==> config.mk <==
export PLATFORM = sky130hd
export DESIGN_NAME = serial_tx
export DESIGN_NICKNAME = d
export VERILOG_FILES = /design/src/verilog/serial_tx_pkg.sv /design/src/verilog/serial_tx.sv
export SDC_FILE = /design/constraint.sdc
export NUM_CORES = 1
export LEC_CHECK = 0
export BUFFER_PORTS_ARGS = -buffer_cell sky130_fd_sc_hd__buf_2
export CAP_MARGIN = 20
export CELL_PAD_IN_SITES_DETAIL_PLACEMENT = 1
export CELL_PAD_IN_SITES_GLOBAL_PLACEMENT = 1
export CORE_ASPECT_RATIO = 0.8
export CORE_MARGIN = 2
export CORE_UTILIZATION = 51
export DETAILED_ROUTE_END_ITERATION = 12
export GPL_TIMING_DRIVEN = 0
export PLACE_DENSITY = 0.89
export SLEW_MARGIN = 20
export SYNTH_ARGS = -nofsm -noshare
export SYNTH_HDL_FRONTEND = slang
export SYNTH_SLANG_ARGS = --single-unit
==> constraint.sdc <==
create_clock -name CLK -period 4 [get_ports CLK]
set_clock_uncertainty 0.15 [all_clocks]
set_input_delay 0.4 -clock CLK [delete_from_list [all_inputs] [get_ports CLK]]
set_output_delay 0.4 -clock CLK [all_outputs]
set_load 0.05 [all_outputs]
==> src/verilog/serial_tx_pkg.sv <==
// package: register map, field positions and reset values of the serial transmitter
package serial_tx_pkg;
  // ************************************************************
  // register offsets
  // ************************************************************
  localparam logic [2:0] ADDR_CONTROL = 3'h0; // transmit control register
  localparam logic [2:0] ADDR_HOLDING = 3'h1; // transmit holding register
  localparam logic [2:0] ADDR_DIVISOR = 3'h2; // baud divisor register
  localparam logic [2:0] ADDR_FLAGS   = 3'h3; // peripheral flag register
  localparam logic [2:0] ADDR_ENABLES = 3'h4; // peripheral enable register
  localparam logic [2:0] ADDR_PORT    = 3'h5; // port enable and sleep
  // ************************************************************
  // field positions
  // ************************************************************
  localparam int BIT_NINTH     = 0; // ninth transmit bit
  localparam int BIT_SHIFT_MT  = 1; // shift register empty
  localparam int BIT_HIGH_SPD  = 2; // high speed baud select
  localparam int BIT_SYNC      = 4; // synchronous select
  localparam int BIT_TX_EN     = 5; // transmit enable
  localparam int BIT_NINE_SEL  = 6; // nine bit select
  localparam int BIT_BUF_FLAG  = 4; // buffer empty flag / irq enable
  localparam int BIT_PORT_EN   = 0; // serial port enable
  localparam int BIT_SLEEP     = 1; // sleep request
  // ************************************************************
  // reset values and timing
  // ************************************************************
  localparam logic [7:0] CONTROL_RESET = 8'h02;
  localparam logic [7:0] DIVISOR_RESET = 8'h00;
  localparam logic [6:0] MULT_LOW      = 7'h40; // x64 ticks per bit
  localparam logic [6:0] MULT_HIGH     = 7'h10; // x16 ticks per bit
  localparam logic [3:0] BITS_EIGHT    = 4'h8;
  localparam logic [3:0] BITS_NINE     = 4'h9;
endpackage

==> src/verilog/serial_tx.sv <==
// module: asynchronous serial transmitter with baud generator and registers
`timescale 1ns/1ps

// Function
// - frame: start, eight/nine data, stop
// - data shifts out least significant first
// - 8-bit divisor, x16 or x64 ticks
// - shared format and baud rate
// - no hardware parity; ninth bit software
// - sleep halts all transmit activity
// - asynchronous only while sync bit clear
// - reload only after stop, if data
// - transfer sets buffer empty flag
// - flag sets regardless of irq enable
// - flag clears only on holding write
// - read-only shift empty status, no irq
// - shift register not software visible
// - setting enable sets buffer empty flag if holding empty
// - frame needs data and shift tick
// - empty shift register loads at once
// - enable clear aborts, pin released
// - ninth bit from control bit zero
module serial_tx #(
  parameter int DIV_WIDTH = 8
) (
  input  wire logic       CLK,
  input  wire logic       RESETN,
  input  wire logic [2:0] ADDR,
  input  wire logic [7:0] WDATA,
  input  wire logic       WRITE,
  input  wire logic       READ,
  output logic      [7:0] RDATA,
  output logic            TX_OUT,
  output logic            TX_OE_N,
  output logic            IRQ
);

  typedef enum logic [1:0] {
    ST_IDLE  = 2'b00,
    ST_START = 2'b01,
    ST_DATA  = 2'b11,
    ST_STOP  = 2'b10
  } tx_state_type;

  // ************************************************************
  // software registers
  // ************************************************************
  logic                 ninth_transmit_bit;
  logic                 high_speed_baud_select;
  logic                 sync_select;
  logic                 transmit_enable;
  logic                 nine_bit_select;
  logic                 transmit_irq_enable;
  logic                 serial_port_enable;
  logic                 sleep_mode;
  logic [DIV_WIDTH-1:0] baud_divisor_register;
  logic [7:0]           transmit_holding_register;
  logic                 holding_full;
  logic                 transmit_buffer_empty_flag;

  // transmitter state
  tx_state_type         state;
  logic [8:0]           transmit_shift_register;
  logic [3:0]           bit_count;
  logic [3:0]           frame_bits;
  logic [DIV_WIDTH-1:0] div_count;
  logic [6:0]           tick_count;
  logic                 bit_tick;
  logic                 run;
  logic                 load_now;
  logic                 start_sent;

  // write decode helper used by several processes
  function automatic logic hit(input logic [2:0] a);
    return WRITE && (ADDR == a);
  endfunction

  // transmitter runs only enabled, awake and asynchronous
  assign run = transmit_enable && serial_port_enable && !sleep_mode && !sync_select;
  // shift register takes holding data when idle, or right as a stop bit ends
  assign load_now = run && holding_full
                    && (state == ST_IDLE || (state == ST_STOP && bit_tick));

  // ************************************************************
  // control register
  // ************************************************************
  always_ff @(posedge CLK or negedge RESETN) begin
    if (!RESETN) begin
      ninth_transmit_bit     <= 1'b0;
      high_speed_baud_select <= 1'b0;
      sync_select            <= 1'b0;
      transmit_enable        <= 1'b0;
      nine_bit_select        <= 1'b0;
    end else if (hit(serial_tx_pkg::ADDR_CONTROL)) begin
      ninth_transmit_bit     <= WDATA[serial_tx_pkg::BIT_NINTH];
      high_speed_baud_select <= WDATA[serial_tx_pkg::BIT_HIGH_SPD];
      sync_select            <= WDATA[serial_tx_pkg::BIT_SYNC];
      transmit_enable        <= WDATA[serial_tx_pkg::BIT_TX_EN];
      nine_bit_select        <= WDATA[serial_tx_pkg::BIT_NINE_SEL];
    end
  end

  // ************************************************************
  // divisor, irq enable and port registers
  // ************************************************************
  always_ff @(posedge CLK or negedge RESETN) begin
    if (!RESETN) begin
      baud_divisor_register <= serial_tx_pkg::DIVISOR_RESET;
      transmit_irq_enable   <= 1'b0;
      serial_port_enable    <= 1'b0;
      sleep_mode            <= 1'b0;
    end else begin
      if (hit(serial_tx_pkg::ADDR_DIVISOR)) begin
        baud_divisor_register <= WDATA[DIV_WIDTH-1:0];
      end
      if (hit(serial_tx_pkg::ADDR_ENABLES)) begin
        transmit_irq_enable <= WDATA[serial_tx_pkg::BIT_BUF_FLAG];
      end
      if (hit(serial_tx_pkg::ADDR_PORT)) begin
        serial_port_enable <= WDATA[serial_tx_pkg::BIT_PORT_EN];
        sleep_mode         <= WDATA[serial_tx_pkg::BIT_SLEEP];
      end
    end
  end

  // ************************************************************
  // holding register and buffer empty flag
  // ************************************************************
  // flag and full bit are inverses except after reset, when both are clear; a write wins over a load
  always_ff @(posedge CLK or negedge RESETN) begin
    if (!RESETN) begin
      transmit_holding_register  <= 8'h00;
      holding_full               <= 1'b0;
      transmit_buffer_empty_flag <= 1'b0;
    end else if (hit(serial_tx_pkg::ADDR_HOLDING)) begin
      transmit_holding_register  <= WDATA;
      holding_full               <= 1'b1;
      transmit_buffer_empty_flag <= 1'b0;
    end else if (load_now) begin
      holding_full               <= 1'b0;
      transmit_buffer_empty_flag <= 1'b1;
    end else if (hit(serial_tx_pkg::ADDR_CONTROL) && WDATA[serial_tx_pkg::BIT_TX_EN]
                 && !transmit_enable && !holding_full) begin
      transmit_buffer_empty_flag <= 1'b1;
    end
  end

  // ************************************************************
  // baud rate generator
  // ************************************************************
  // divide by divisor+1, then by 16 or 64; held in reset while not running
  always_ff @(posedge CLK or negedge RESETN) begin
    if (!RESETN) begin
      div_count  <= '0;
      tick_count <= 7'h00;
      bit_tick   <= 1'b0;
    end else if (!run) begin
      div_count  <= '0;
      tick_count <= 7'h00;
      bit_tick   <= 1'b0;
    end else begin
      bit_tick <= 1'b0;
      if (div_count == baud_divisor_register) begin
        div_count <= '0;
        if (tick_count == (high_speed_baud_select ? serial_tx_pkg::MULT_HIGH
                                                  : serial_tx_pkg::MULT_LOW) - 7'h01) begin
          tick_count <= 7'h00;
          bit_tick   <= 1'b1;
        end else begin
          tick_count <= tick_count + 7'h01;
        end
      end else begin
        div_count <= div_count + 1'b1;
      end
    end
  end

  // ************************************************************
  // transmit sequencer
  // ************************************************************
  // leaving run aborts mid-frame and resets the sequencer
  always_ff @(posedge CLK or negedge RESETN) begin
    if (!RESETN) begin
      state                   <= ST_IDLE;
      transmit_shift_register <= 9'h000;
      bit_count               <= 4'h0;
      frame_bits              <= serial_tx_pkg::BITS_EIGHT;
      start_sent              <= 1'b0;
    end else if (!run) begin
      state      <= ST_IDLE;
      bit_count  <= 4'h0;
      start_sent <= 1'b0;
    end else begin
      if (load_now) begin
        // shift register is internal only, never on the bus
        transmit_shift_register <= {ninth_transmit_bit, transmit_holding_register};
        frame_bits <= nine_bit_select ? serial_tx_pkg::BITS_NINE
                                      : serial_tx_pkg::BITS_EIGHT;
        // a reload at the stop tick starts at once; a first frame waits for a shift clock
        start_sent <= (state == ST_STOP);
        state      <= ST_START;
      end
      unique case (state)
        ST_IDLE: begin
        end
        ST_START: begin
          if (bit_tick) begin
            if (start_sent) begin
              state     <= ST_DATA;
              bit_count <= 4'h0;
            end else begin
              start_sent <= 1'b1; // start bit begins on a shift clock, so it is a full bit
            end
          end
        end
        ST_DATA: begin
          if (bit_tick) begin
            transmit_shift_register <= {1'b0, transmit_shift_register[8:1]};
            if (bit_count == frame_bits - 4'h1) begin
              state <= ST_STOP;
            end else begin
              bit_count <= bit_count + 4'h1;
            end
          end
        end
        ST_STOP: begin
          if (bit_tick && !holding_full) begin
            state <= ST_IDLE;
          end
        end
      endcase
    end
  end

  // ************************************************************
  // line driver
  // ************************************************************
  // start low, data lsb first, stop and idle high; released when not running
  always_ff @(posedge CLK or negedge RESETN) begin
    if (!RESETN) begin
      TX_OUT  <= 1'b1;
      TX_OE_N <= 1'b1;
    end else begin
      TX_OE_N <= !run;
      if (!run) begin
        TX_OUT <= 1'b1;
      end else begin
        unique case (state)
          ST_START: TX_OUT <= !start_sent;
          ST_DATA:  TX_OUT <= transmit_shift_register[0];
          default:  TX_OUT <= 1'b1;
        endcase
      end
    end
  end

  // ************************************************************
  // interrupt and read port
  // ************************************************************
  // shift empty status has no path to the interrupt
  always_ff @(posedge CLK or negedge RESETN) begin
    if (!RESETN) begin
      IRQ <= 1'b0;
    end else begin
      IRQ <= transmit_buffer_empty_flag && transmit_irq_enable;
    end
  end

  always_ff @(posedge CLK or negedge RESETN) begin
    if (!RESETN) begin
      RDATA <= 8'h00;
    end else if (READ) begin
      unique case (ADDR)
        serial_tx_pkg::ADDR_CONTROL: RDATA <= {1'b0, nine_bit_select, transmit_enable,
          sync_select, 1'b0, high_speed_baud_select, state == ST_IDLE,
          ninth_transmit_bit};
        serial_tx_pkg::ADDR_HOLDING: RDATA <= transmit_holding_register;
        serial_tx_pkg::ADDR_DIVISOR: RDATA <= 8'(baud_divisor_register);
        serial_tx_pkg::ADDR_FLAGS:   RDATA <= {3'h0, transmit_buffer_empty_flag, 4'h0};
        serial_tx_pkg::ADDR_ENABLES: RDATA <= {3'h0, transmit_irq_enable, 4'h0};
        serial_tx_pkg::ADDR_PORT:    RDATA <= {6'h00, sleep_mode, serial_port_enable};
        default:                     RDATA <= 8'h00;
      endcase
    end else begin
      RDATA <= 8'h00;
    end
  end

  // ************************************************************
  // assertions
  // ************************************************************
  property p_idle_high;
    @(posedge CLK) disable iff (!RESETN) (state == ST_IDLE && run) |=> TX_OUT;
  endproperty
  a_idle_high: assert property (p_idle_high) else $error("line not idle high");

  property p_start_low;
    @(posedge CLK) disable iff (!RESETN) (state == ST_START && start_sent && run) |=> !TX_OUT;
  endproperty
  a_start_low: assert property (p_start_low) else $error("start bit not low");

  property p_abort;
    @(posedge CLK) disable iff (!RESETN) !run |=> (state == ST_IDLE) && TX_OE_N;
  endproperty
  a_abort: assert property (p_abort) else $error("abort did not reset");

  property p_write_clears;
    @(posedge CLK) disable iff (!RESETN)
      hit(serial_tx_pkg::ADDR_HOLDING) |=> !transmit_buffer_empty_flag && holding_full;
  endproperty
  a_write_clears: assert property (p_write_clears) else $error("flag not cleared");

  property p_load_sets;
    @(posedge CLK) disable iff (!RESETN)
      (load_now && !WRITE) |=> transmit_buffer_empty_flag && state == ST_START;
  endproperty
  a_load_sets: assert property (p_load_sets) else $error("load did not set flag");

  property p_irq_gate;
    @(posedge CLK) disable iff (!RESETN)
      (transmit_buffer_empty_flag && !transmit_irq_enable) |=> !IRQ;
  endproperty
  a_irq_gate: assert property (p_irq_gate) else $error("irq not gated");

  property p_enable_sets;
    @(posedge CLK) disable iff (!RESETN)
      (hit(serial_tx_pkg::ADDR_CONTROL) && WDATA[serial_tx_pkg::BIT_TX_EN]
       && !transmit_enable && !holding_full) |=> transmit_buffer_empty_flag;
  endproperty
  a_enable_sets: assert property (p_enable_sets) else $error("enable did not set flag");

  property p_ninth;
    @(posedge CLK) disable iff (!RESETN)
      load_now |=> transmit_shift_register[8] == $past(ninth_transmit_bit);
  endproperty
  a_ninth: assert property (p_ninth) else $error("ninth bit wrong");

  property p_tick_only;
    @(posedge CLK) disable iff (!RESETN)
      (state == ST_START && !bit_tick && run) |=> state == ST_START;
  endproperty
  a_tick_only: assert property (p_tick_only) else $error("frame moved without tick");

  property p_start_wait;
    @(posedge CLK) disable iff (!RESETN) (state == ST_START && !start_sent && run) |=> TX_OUT;
  endproperty
  a_start_wait: assert property (p_start_wait) else $error("start too early");

  property p_stop_high;
    @(posedge CLK) disable iff (!RESETN) (state == ST_STOP && run) |=> TX_OUT;
  endproperty
  a_stop_high: assert property (p_stop_high) else $error("stop bit not high");

  property p_data_lsb;
    @(posedge CLK) disable iff (!RESETN)
      (state == ST_DATA && run) |=> TX_OUT == $past(transmit_shift_register[0]);
  endproperty
  a_data_lsb: assert property (p_data_lsb) else $error("data bit not lsb");

  property p_frame_end;
    @(posedge CLK) disable iff (!RESETN)
      (state == ST_DATA && bit_tick && run && bit_count == frame_bits - 4'h1) |=> state == ST_STOP;
  endproperty
  a_frame_end: assert property (p_frame_end) else $error("data bits not counted");

  property p_oe_run;
    @(posedge CLK) disable iff (!RESETN) run |=> !TX_OE_N;
  endproperty
  a_oe_run: assert property (p_oe_run) else $error("pin not driven");

  property p_tick_rate;
    @(posedge CLK) disable iff (!RESETN) bit_tick |=> (!bit_tick) [*8];
  endproperty
  a_tick_rate: assert property (p_tick_rate) else $error("shift clock too fast");

  property p_shift_empty;
    @(posedge CLK) disable iff (!RESETN)
      (READ && ADDR == serial_tx_pkg::ADDR_CONTROL && state == ST_IDLE)
      |=> RDATA[serial_tx_pkg::BIT_SHIFT_MT];
  endproperty
  a_shift_empty: assert property (p_shift_empty) else $error("shift empty not shown");

endmodule // serial_tx

### Word-level counts from Yosys, hierarchy flattened

Index checks and enable logic that the tools add are counted.
Widths: inputs -> output; s select.

| operators by class | value |
|---|---|
| $add $sub $neg | 5 |
| eq/ne operators | 17 |
| multiplexer cells | 41 |
| reduce and logical (&&, ||, !) cells | 29 |

Operators by type and width:

| cell | number |
|---|---|
| $pmux 8 s6 | 1 |
| $mux 7 | 4 |
| $mux 9 | 3 |
| $mux 8 | 3 |
| $mux 4 | 5 |
| $logic_and 1x1->1 | 16 |
| $mux 1 | 15 |
| $mux 2 | 7 |
| $ne 3x3->1 const B | 4 |
| $add 8x1->8 const B | 1 |
| $eq 8x8->1 | 1 |
| $pmux 4 s2 | 1 |
| $add 7x1->7 const B | 1 |
| $eq 7x7->1 | 1 |
| $sub 7x1->7 const B | 1 |
| $eq 3x2->1 const B | 2 |
| $eq 3x3->1 const B | 2 |
| $logic_not 1->1 | 6 |
| $pmux 2 s3 | 1 |
| $reduce_and 5->1 | 1 |
| $add 4x1->4 const B | 1 |
| $eq 2x2->1 const B | 2 |
| $eq 4x4->1 | 1 |
| $sub 4x1->4 const B | 1 |
| 11 further kinds | 11 |

| storage, ports and cells | value |
|---|---|
| register bits after elaboration | 73 |
| bits of input ports | 15 |
| output and inout port bits | 11 |
| word-level logic and storage cells | 116 |

### Longest topological paths before layout

Gate-level depths: netlist of run 1.

| logic depth | value |
|---|---|
| depth in word-level cells | 10 |
| mapped depth | 6 |
| gate-level depth less buffers | 6 |

### Worst setup path before layout of run 1

OpenSTA, ideal clock, no wires.

| path | value |
|---|---|
| kind | reg2reg |
| start point | reg div_count[6] |
| end point | reg tick_count[6] |
| arrival | 1.686 ns |
| data required time | 3.773 ns |
| slack | 2.086 ns |
| cell stages (with the launch flop) | 6 |
| buffers on the path | 0 |
| clock period less this slack | 1.914 ns |
| path through | dfrtp_1 > xor2_1 > nor4_4 > nand3_2 > or4_1 > a21oi_1 |

| between the ends | value |
|---|---|
| word-level cells in the longest chain between the ends | 2 |

RTL lines:

| element | RTL line | source |
|---|---|---|
| start, declared | serial_tx.sv:66 | `logic [DIV_WIDTH-1:0] div_count;` |
| start signal, assigned | serial_tx.sv:173 | `div_count <= div_count + 1'b1;` |
| $eq 8x8->1 | serial_tx.sv:163 | `if (div_count == baud_divisor_register) begin` |
| $ne 2x1->1 (no line) | n/a |  |
| end signal, assigned | serial_tx.sv:170 | `tick_count <= tick_count + 7'h01;` |
| end, declared | serial_tx.sv:67 | `logic [6:0] tick_count;` |

No other way between the ends.
A chain may end at the register's enable or synchronous reset.

### Worst setup path after layout of run 1

| path | value |
|---|---|
| start point | reg div_count[1] |
| end point | reg tick_count[6] |

The elaborated chain is that of the path after synthesis.

==> results by group, run 1 <==
Route
  • Via density: 5.917
  • M1 WL: 3560 um
  • DRT iter0 DRCs: 134
  • Met3 WL: 316 um
  • Via total after detailed routing: 2,432
  • Detailed Route WL: 8046 um
  • WL/cell: 19.58 um
  • Uppermost routed layer: met4
  • DRC: 0
  • WL met2: 4053 um
  • Post-route ant nets: 0
  • Router iterations before antenna repair: 4

Power
  • Maximum VDD drop: 267.1 uV
  • Leakage power: 1.657 nW
  • Pwr Density: 491.2 nW/um2

STA
  • Measured slew at the worst slew-check pin: 0.8191 ns
  • RSZ-0062 raised after global routing: no
  • Tmin final: 2.150 ns
  • Final Max Slew Viols: 0
  • Fmax: 465.2 MHz
  • Worst hold margin: 0.1512 ns
  • Post-Route Setup TNS: 0 ns
  • Final count of hold timing violations: 0
  • Setup Viol. Count Final: 0
  • Tcrit/Tclk final: 53.75%
  • Slew margin rel.: 45.10%

Clock network
  • H-tree levels: 3
  • Worst-path clk slew: 0.08 ns
  • TritonCTS clock tree: yes
  • # Post-CTS Setup Buffers: 0
  • Clk Tree Root Cell: clkbuf_8
  • Clock sink count: 70
  • Longest Clk Path Bufs: 2
  • CTS Buf Count: 9
  • Clk_lat worst skew: 0.34 ns

Critical path
  • Critical Path Max Stage Delay: 0.58 ns
  • Worst EP required: 4.12 ns
  • Crit path max fanout: 10
  • WP buf/inv: 0
  • CP top delay family: simple AND/OR/NAND/NOR gates
  • Worst setup EP type: flip-flop
  • Worst setup SP type: flip-flop
  • Worst setup path category: reg -> reg
  • Worst-path cell chain: xor2_1 -> nor4_4 -> nand3_2 -> or4_1 -> a21oi_1
  • Crit path max-delay cell type: or4_1
  • Critical path arrival: 2.27 ns

Yosys
  • Synth top area share: 52.69%
  • Cell Area, Synth: 3229 um2
  • Largest family of logic cells by synthesized area: simple AND/OR/NAND/NOR gates
  • Simple-Gate Fraction of Synth Area: 16.27%
  • Cells after Synth: 289
  • Xor/xnor share of the synthesized area: 3.797%
  • Yosys reg bits: 70
  • Yosys warnings: 0
  • Post-synthesis sequential area ratio: 54.32%
  • Number of synthesized flops with an enable pin: 0
  • Cell taking the most area after synthesis: dfrtp_1
  • Synth Flop Type: dfrtp_1
  • Post-synth ARST share: 100.0%
  • Synth Net Count: 307
  • Synth cell types: 55
  • Area contributors post-synth: dfrtp_1 (53%), mux2_1 (8.7%), nor2_1 (4.6%)
  • Syn Area/Cell: 11.17 um2
  • Compound-Gate Fraction of Synth Area: 10.58%
  • Area share of fa/ha/maj cells after synthesis: 1.162%
  • Proportion of synthesized area in mux cells: 11.86%

Outcome
  • Status: complete, no violations

Global routing
  • Initial antenna violation count: 0
  • GRT Util Overall: 25.55%
  • Vias in the first global route: 2,573
  • Largest net degree at the start of global routing: 39
  • First-pass GRT wire length: 13,170 um
  • Congestion Overflow GR: 0

Floorplanning
  • Initial Utilization: 53.77%
  • Die footprint: 6989 um2
  • Chip width: 92.97 um
  • Die height: 75.18 um
  • # rows: 25
  • I/O pins: 26
  • Core area: 6006 um2

Place
  • GPL Wtd Cong: 0.8619
  • Detailed placer's ending HPWL: 5920 um
  • IO Port Bufs: 24

Min path
  • Worst Hold Class: in -> reg

Layout
  • Fin nets: 344
  • Inserted Diodes: 0
  • Share of cells above drive strength 1: 16.06%
  • Area Growth Syn to Fin: 13.68%

Job
  • Max Cap Viol: 0
path summary, 6_finish.rpt:
path	slack, ns	start	end	cells past startpoint
min	0.15	WDATA[3]	transmit_holding_register[3]$_DFFE_PN0P_	2
max in group asynchronous	2.71	RESETN	TX_OUT$_DFF_PN1_	3
min reg2reg	0.35	tick_count[0]$_DFFE_PN0P_	tick_count[0]$_DFFE_PN0P_	1
max reg2reg	1.85	div_count[1]$_DFF_PN0_	tick_count[6]$_DFFE_PN0P_	5
max	1.85	div_count[1]$_DFF_PN0_	tick_count[6]$_DFFE_PN0P_	5
min in group asynchronous	0.40	RESETN	bit_count[1]$_DFFE_PN0P_	2
stage by stage:
step           total power [mW]  utilization [%]  instance area, um2  instances  setup slack, ns
2_1_floorplan             1.134                -                3229        289            2.086
3_3_place_gp              1.228            57.46                3451        394            1.847
3_5_place_dp              1.266            57.83                3473        395            1.771
4_1_cts                   1.821            61.12                3671        411            1.845
5_1_grt                   1.892            61.12                3671        411            1.753
6_report                  1.803            61.12                3671        411            1.850
layer usage:
metal | vias up | GRT usage [%]
met3 | 12 | 6.106
met4 | 0 | 9.804
li1 | 1111 | -
met5 | - | 0
met2 | 50 | 42.75
met1 | 1259 | 32.98
layout make-up:
type                       instances  area (um2)
fill                             662        2335
sequential                        70        1754
multi-input combinational        202        1410
timing repair buffer              26       152.6
clock buffer                       9       123.9
tap                               81       101.3
clock inverter                     6       63.81
buffer                            11       42.54
inverter                           6       22.52
cells in the final DEF (no fill, tap or decap), types with 2 or more instances in the layout:
cell | netlist | final
inv_2 | 2 | 2
clkbuf_1 | 9 | 9
o21ai_1 | 8 | 8
ha_1 | 3 | 3
nand3b_1 | 3 | 3
o211ai_1 | 4 | 4
nor2b_1 | 4 | 4
mux2_1 | 25 | 25
nand3_1 | 12 | 12
a21oi_1 | 10 | 10
nor3_1 | 4 | 4
a22oi_1 | 2 | 2
or4_1 | 2 | 2
inv_1 | 4 | 4
and3_1 | 4 | 4
buf_2 | 1 | 24
clkinv_2 | 0 | 2
o32ai_1 | 2 | 2
nor2_1 | 40 | 40
and2_1 | 3 | 3
o22ai_1 | 8 | 8
nand2_1 | 10 | 10
xor2_1 | 12 | 12
o31ai_1 | 2 | 2
dfrtp_1 | 68 | 68
clkinvlp_4 | 0 | 2
a21o_1 | 2 | 2
xnor2_1 | 2 | 2
mux2i_1 | 9 | 9
clkbuf_8 | 0 | 9
nand2b_1 | 4 | 4
or2_1 | 3 | 3
dfstp_2 | 2 | 2
timing repair:
action	4_1_cts	5_1_grt
hold buffers	1	0
resized for setup	0	0
endpoints found under the hold margin	31	0
logic make-up (layout without fill, tap and decap cells):
kind of cell    after synthesis  after routing
flops                        70             70
simple gates                 99             99
xor+xnor                     14             14
compound gates               51             51
mux                          35             35
fa+ha+maj                     3              3
buf+inv                      17             58
power breakdown:
group / switching, mW / internal (mW) / total, mW / leakage, nW
clock: 0.265 / 0.283 / 0.548 / 0.0911
combinational: 0.186 / 0.122 / 0.308 / 0.674
sequential: 0.112 / 0.835 / 0.947 / 0.892
Yosys cell counts (3+ instances only):
cell type  count
o21ai_1        8
nor2b_1        4
nor2_1        40
nand2_1       10
xor2_1        12
inv_1          4
nand3_1       12
nand3b_1       3
dfrtp_1       68
nand2b_1       4
or2_1          3
and3_1         4
mux2i_1        9
clkbuf_1       9
and2_1         3
o22ai_1        8
mux2_1        25
ha_1           3
o211ai_1       4
a21oi_1       10
nor3_1         4
flip-flops by register name, summed over array words and instances, names as in the netlist, 2 cells and up:
name and flops:
baud_divisor_register 8, bit_count 4, tick_count 7, RDATA 8, transmit_shift_register 9, transmit_holding_register 8, div_count 8, state 2
Note: power is estimated with default switching activity, not from simulation.
==> run 2, diff against run 1 <==
--- a/config.mk
+++ b/config.mk
@@ -11,10 +11,10 @@
 export CELL_PAD_IN_SITES_GLOBAL_PLACEMENT = 1
 export CORE_ASPECT_RATIO = 0.8
 export CORE_MARGIN = 2
-export CORE_UTILIZATION = 51
+export CORE_UTILIZATION = 47
 export DETAILED_ROUTE_END_ITERATION = 12
 export GPL_TIMING_DRIVEN = 0
-export PLACE_DENSITY = 0.89
+export PLACE_DENSITY = 0.83
 export SLEW_MARGIN = 20
 export SYNTH_ARGS = -nofsm -noshare
 export SYNTH_HDL_FRONTEND = slang
==> constraint.sdc (replaced) <==
create_clock -name CLK -period 2.1 [get_ports CLK]
set_clock_uncertainty 0.15 [all_clocks]
set_input_delay 0.21 -clock CLK [delete_from_list [all_inputs] [get_ports CLK]]
set_output_delay 0.21 -clock CLK [all_outputs]
set_load 0.05 [all_outputs]
==> run 2 against run 1 <==
- worst hold slack better by 0.027 ns
- combinational power is 96% higher
- global-route usage is 2.1 points lower
- power is 90% higher
- core utilization is 3.1 points lower
- clock power is 86% higher
- clock-buffer cell count is 4 higher
- sequential cell count stayed put
- worst setup slack worse by 1.8 ns
- non-clock buffer count is 8 higher
- largest cell class unchanged
==> results by group, run 2 (synthesis gave the netlist of run 1 again) <==
Clock network
  • CTS Buf Count: 9 (unchanged)
  • Longest Clk Path Bufs: 2 (unchanged)
  • Clock sink count: 70 (unchanged)
  • Clk_lat worst skew: 0.35 ns (about the same)
  • Worst-path clk slew: 0.07 ns (about the same)
  • # Post-CTS Setup Buffers: 0 (unchanged)
  • TritonCTS clock tree: yes
  • Clk Tree Root Cell: clkbuf_8
  • H-tree levels: 3 (unchanged)

Layout
  • Fin nets: 352 (+2.3%)
  • Largest reg by FF count: transmit_shift_register
  • Cell area after layout: 3777 um2 (+2.9%)
  • Area Growth Syn to Fin: 16.97%
  • Non-Filler Instances: 423 (+2.9%)
  • Share of cells above drive strength 1: 16.81% (+0.75 points)
  • Max reg flops: 9 (unchanged)
  • Register area: 1754 um2 (unchanged)
  • Filler Cell Count: 721 (+8.9%)
  • Finished Core Util: 58.06% (-3.1 points)
  • Multi-input gate area: 1425 um2 (+1.1%)
  • Inserted Diodes: 0 (unchanged)
  • Commonest non-fill, non-tap cell in the layout: dfrtp_1
  • Commonest non-fill, non-tap cells in the layout: dfrtp_1 (68), nor2_1 (40), mux2_1 (25), buf_2 (24)

Critical path
  • Worst EP required: 2.22 ns (-1.90 ns)
  • WP depth: 5 (unchanged)
  • Worst reg2reg startpoint: div_count[1]$_DFF_PN0_
  • Worst setup SP type: flip-flop
  • CP top delay family: simple AND/OR/NAND/NOR gates
  • Worst setup EP type: flip-flop
  • Setup slack, reg-to-reg: 0.1 ns (-1.75 ns)
  • WP buf/inv: 0 (unchanged)
  • Worst Setup EP: tick_count[6]$_DFFE_PN0P_
  • Worst setup path category: reg -> reg
  • R2R depth: 5 (unchanged)
  • Reg-to-Reg End: tick_count[6]$_DFFE_PN0P_
  • Critical path arrival: 2.12 ns (-0.15 ns)
  • Worst-path cell chain: xor2_1 -> nor4_4 -> nand3_4 -> or4_4 -> a21oi_2
  • Critical Path Max Stage Delay: 0.45 ns (-0.13 ns)
  • Worst Setup SP: div_count[1]$_DFF_PN0_
  • Crit path max fanout: 10 (unchanged)
  • Crit path max-delay cell type: or4_4

Job
  • Max Cap Viol: 0 (unchanged)

Place
  • GPL Wtd Cong: 0.7735 (-10%)
  • Placed Cells: 398 (+0.76%)
  • Detailed placer's ending HPWL: 5833 um (-1.5%)
  • IO Port Bufs: 24 (unchanged)
  • Placed inst area: 3477 um2 (+0.11%)

STA
  • Tmin final: 2.001 ns (-0.1487 ns)
  • Final Max Slew Viols: 0 (unchanged)
  • Fmax: 499.7 MHz (+7.4%)
  • RSZ-0062 raised after global routing: no
  • Final count of hold timing violations: 0 (unchanged)
  • Post-Route Setup TNS: 0 ns (unchanged)
  • Tcrit/Tclk final: 95.29% (+42 points)
  • Slew margin rel.: 43.91% (-1.2 points)
  • Setup Viol. Count Final: 0 (unchanged)
  • Measured slew at the worst slew-check pin: 0.8368 ns (+0.01768 ns)

Route
  • Via density: 5.697 (-3.7%)
  • Via total after detailed routing: 2,410 (-0.90%)
  • DRC: 0 (unchanged)
  • WL/cell: 19.24 um (-1.7%)
  • DRT iter0 DRCs: 71 (-47%)
  • Detailed Route WL: 8140 um (+1.2%)
  • Router iterations before antenna repair: 4 (unchanged)
  • Post-route ant nets: 0 (unchanged)

Min path
  • Worst Hold Class: in -> reg

Global routing
  • Initial antenna violation count: 0 (unchanged)
  • First-pass GRT wire length: 13,670 um (+3.8%)
  • Vias in the first global route: 2,536 (-1.4%)
  • Congestion Overflow GR: 0 (unchanged)
  • GRT Util Overall: 23.41% (-2.1 points)
  • Largest net degree at the start of global routing: 39 (unchanged)

Floorplanning
  • Initial Utilization: 49.63% (-4.1 points)
  • I/O pins: 26 (unchanged)
  • Die height: 78.14 um (+3.9%)
  • Chip width: 96.68 um (+4.0%)
  • Core area: 6506 um2 (+8.3%)
  • # rows: 26 (+4.0%)
  • Die footprint: 7554 um2 (+8.1%)

Outcome
  • Status: complete, no violations

Power
  • Pwr Density: 906.5 nW/um2 (+85%)
  • Maximum VDD drop: 536.9 uV (+100%)
  • Leakage power: 1.704 nW (+2.9%)
==> run 2: cell count changes in the layout (fill, tap and decap cells not counted), sizes merged <==
cell	change
bufinv	-1
clkbuf	+3
clkinv	-1
dlygate4sd3	+9
clkinvlp	-1
==> run 2: final cells by class <==
| type | instances | area share, % |
|---|---|---|
| buffer | 10 | 1.093 |
| clock buffer | 13 | 4.472 |
| clock inverter | 3 | 0.4637 |
| inverter | 6 | 0.5962 |
| multi-input combinational | 202 | 37.73 |
| sequential | 70 | 46.44 |
| tap | 84 | 2.782 |
| timing repair buffer | 35 | 6.426 |
==> run 2: power by group <==
| group | internal (mW) | switching, mW | total, mW |
|---|---|---|---|
| Combinational | 0.244 | 0.359 | 0.603 |
| Sequential | 1.59 | 0.213 | 1.80 |
| Clock | 0.522 | 0.494 | 1.02 |
==> run 2: per-stage QoR <==
stage / hold slack, ns / setup WS [ns] / power (mW)
final: 0.1779 / 0.09884 / 3.424
after global routing: 0.1929 / 0.01081 / 3.604
after CTS: 0.1617 / 0.04007 / 3.460
after detailed placement: 0.03498 / -0.06487 / 2.412
after global placement: 0.3085 / 0.02900 / 2.344
after floorplan: -0.2356 / 0.1864 / 2.160
==> run 2: worst min-delay path by stage <==
| stage | slack, ns | start | to | cells after the start |
|---|---|---|---|---|
| 2_1_floorplan | -0.24 | RESETN | IRQ$_DFF_PN0_ | 0 |
| 3_3_place_gp | 0.31 | WDATA[3] | baud_divisor_register[3]$_DFFE_PN0P_ | 2 |
| 3_5_place_dp | 0.03 | RESETN | bit_count[3]$_DFFE_PN0P_ | 1 |
| 4_1_cts | 0.16 | ADDR[2] | transmit_buffer_empty_flag$_DFFE_PN0P_ | 3 |
| 5_1_grt | 0.19 | ADDR[2] | high_speed_baud_select$_DFFE_PN0P_ | 3 |
| 6_report | 0.18 | ADDR[2] | transmit_buffer_empty_flag$_DFFE_PN0P_ | 3 |
==> run 2: layer usage <==
metal,vias up,track usage (%),share of wire [%]
met5,-,0,0
met3,12,6.233,2.9
met2,32,37.99,49
li1,1127,-,-
met1,1239,31.87,47
met4,0,5.352,1.1
==> run 2: worst min-delay path, stage by stage <==
cell,delay [ns]
buf_2,0.14
nor2_2,0.14
a21oi_1,0.14
==> run 2: repair_timing <==
action | CTS | global route
pin swaps | 3 | 0
setup endpoints to repair | 3 | 8
hold buffers | 10 | 0
resized for setup | 4 | 2
hold endpoints to repair | 52 | 0
==> run 3, diff against run 2 <==
--- a/config.mk
+++ b/config.mk
@@ -15,6 +15,7 @@
 export DETAILED_ROUTE_END_ITERATION = 12
 export GPL_TIMING_DRIVEN = 0
 export PLACE_DENSITY = 0.83
+export REMOVE_ABC_BUFFERS = 1
 export SLEW_MARGIN = 20
 export SYNTH_ARGS = -nofsm -noshare
 export SYNTH_HDL_FRONTEND = slang
==> run 3 against run 2 <==
- sequential share of layout area fell by 0.88 points
- register-to-register slack lost 0.05 ns
- non-clock buffer count up 3
- critical path type unchanged
- largest cell class unchanged
==> results by group, run 3 (synthesis gave the netlist of run 1 again) <==
Layout
  • Inserted Diodes: 0 (unchanged)
  • Share of cells above drive strength 1: 21.64% (+4.8 points)
  • Non-Filler Instances: 426 (+0.71%)
  • Largest reg by FF count: transmit_shift_register
  • Fin nets: 355 (+0.85%)
  • Max reg flops: 9 (unchanged)
  • Commonest non-fill, non-tap cell in the layout: dfrtp_1
  • Finished Core Util: 59.31% (+1.2 points)
  • Commonest non-fill, non-tap cells in the layout: dfrtp_1 (65), nor2_1 (40), mux2_1 (25), buf_2 (24), buf_4 (14)
  • Filler Cell Count: 716 (-0.69%)
  • Area Growth Syn to Fin: 19.49%

Global routing
  • Initial antenna violation count: 0 (unchanged)
  • First-pass GRT wire length: 14,650 um (+7.2%)
  • Largest net degree at the start of global routing: 51 (+31%)
  • GRT Util Overall: 25.00% (+1.6 points)
  • Congestion Overflow GR: 0 (unchanged)
  • Vias in the first global route: 2,662 (+5.0%)

Floorplanning
  • Initial Utilization: 49.63% (unchanged)
  • Die height: 78.14 um (unchanged)
  • Die footprint: 7554 um2 (unchanged)
  • Chip width: 96.68 um (unchanged)
  • # rows: 26 (unchanged)
  • I/O pins: 26 (unchanged)
  • Core area: 6506 um2 (unchanged)

STA
  • Final worst setup slack: 0.05195 ns (-0.04689 ns)
  • Slew margin rel.: 46.41% (+2.5 points)
  • Tcrit/Tclk final: 97.53% (+2.2 points)
  • Measured slew at the worst slew-check pin: 0.7995 ns (-0.03725 ns)
  • Tmin final: 2.048 ns (+0.04689 ns)
  • Final Max Slew Viols: 0 (unchanged)
  • RSZ-0062 raised after global routing: yes
  • Fmax: 488.3 MHz (-2.3%)
  • Setup Viol. Count Final: 0 (unchanged)
  • Final count of hold timing violations: 0 (unchanged)

Clock network
  • Clock sink count: 70 (unchanged)
  • Longest Clk Path Bufs: 2 (unchanged)
  • Worst-path clk slew: 0.08 ns (about the same)
  • H-tree levels: 3 (unchanged)
  • TritonCTS clock tree: yes
  • CTS Buf Count: 9 (unchanged)
  • Clk_lat worst skew: 0.35 ns (about the same)
  • Clk Tree Root Cell: clkbuf_8

Route
  • Via total after detailed routing: 2,504 (+3.9%)
  • DRT iter0 DRCs: 157 (+120%)
  • DRC: 0 (unchanged)
  • Via density: 5.878 (+3.2%)
  • WL/cell: 20.67 um (+7.4%)
  • Post-route ant nets: 0 (unchanged)
  • Detailed Route WL: 8807 um (+8.2%)
  • Router iterations before antenna repair: 6 (+2)

Critical path
  • Reg-to-Reg End: tick_count[6]$_DFFE_PN0P_
  • Setup slack, reg-to-reg: 0.05 ns (-0.05 ns)
  • Worst setup EP type: flip-flop
  • Crit path max fanout: 5 (-5)
  • Worst reg2reg startpoint: baud_divisor_register[7]$_DFFE_PN0P_
  • Critical path arrival: 2.17 ns (+0.05 ns)
  • Worst setup path category: reg -> reg
  • Worst EP required: 2.22 ns (about the same)
  • Worst setup SP type: flip-flop
  • R2R depth: 5 (unchanged)

Place
  • GPL Wtd Cong: 0.7714 (-0.27%)
  • Detailed placer's ending HPWL: 5523 um (-5.3%)
  • Worst slack, placed: -0.4174 ns (-0.3526 ns)
  • Placed Cells: 388 (-2.5%)
  • IO Port Bufs: 25 (+4.2%)

Min path
  • Hold Path End: baud_divisor_register[5]$_DFFE_PN0P_
  • Worst hold start: WDATA[5]
  • Worst Hold Class: in -> reg
  • Hold Path Depth: 2 (-1)

Outcome
  • Status: complete, no violations

Power
  • Pwr Density: 903.6 nW/um2 (-0.31%)
  • Maximum VDD drop: 383.5 uV (-29%)
  • Leakage power: 1.750 nW (+2.7%)
  • Overall power: 3.487 mW (+1.8%)

Job
  • Max Cap Viol: 0 (unchanged)
run 3: worst max path at each step:
stage                                                    start                                      to
after floorplan                         sleep_mode$_DFFE_PN0P_                bit_count[2]$_DFFE_PN0P_
after global placement                  sleep_mode$_DFFE_PN0P_  transmit_shift_register[6]$_DFFE_PN0P_
after detailed placement                sleep_mode$_DFFE_PN0P_  transmit_shift_register[3]$_DFFE_PN0P_
after CTS                               div_count[4]$_DFF_PN0_               tick_count[5]$_DFFE_PN0P_
after global routing      baud_divisor_register[7]$_DFFE_PN0P_               tick_count[6]$_DFFE_PN0P_
final                     baud_divisor_register[7]$_DFFE_PN0P_               tick_count[6]$_DFFE_PN0P_
run 3: worst max-delay path: stages (launching register included):
cell and delay, ns:
dfrtp_2 0.45, xor2_1 0.22, nor4_4 0.33, nand3_4 0.13, or4_4 0.55, a21oi_2 0.14
run 3: layer usage:
metal	global-route usage, %	share of wire [%]	wire length [um]
met3	6.857	3.8	335
met1	33.57	44	3864
met2	40.83	51	4468
met5	0	0	0
met4	5.915	1.6	138
run 3: layout make-up:
type	count	area [um2]	share of cell area (%)
clock buffers	13	168.9	4.377
clock inverters	3	17.52	0.4540
inverters	6	22.52	0.5837
multi-input cells	202	1434	37.16
flip-flops and latches	70	1758	45.56
well taps	84	105.1	2.724
repair buffers	48	352.8	9.144
run 3: timing repair:
item | in CTS | in global routing
pin swaps | 4 | 1
hold buffers | 8 | 0
endpoints found under the hold margin | 87 | 0
setup endpoints to repair | 17 | 11
resized for setup | 1 | 8
setup buffers | 13 | 1
run 3: report_power, final:
part / internal (mW) / switching [mW] / total (mW)
clock: 0.522 / 0.498 / 1.02
combinational: 0.266 / 0.377 / 0.643
sequential: 1.59 / 0.229 / 1.82
total: 2.38 / 1.10 / 3.49
run 3: through the flow:
stage	area (um2)	hold WS, ns	setup TNS [ns]
global route	3859	0.01322	-0.04177
finish	3859	0.02266	0
detailed placement	3447	-0.02913	-4.779
CTS	3831	0.004335	0
floorplan	3187	-0.2356	0
global placement	3417	0.3087	-3.432
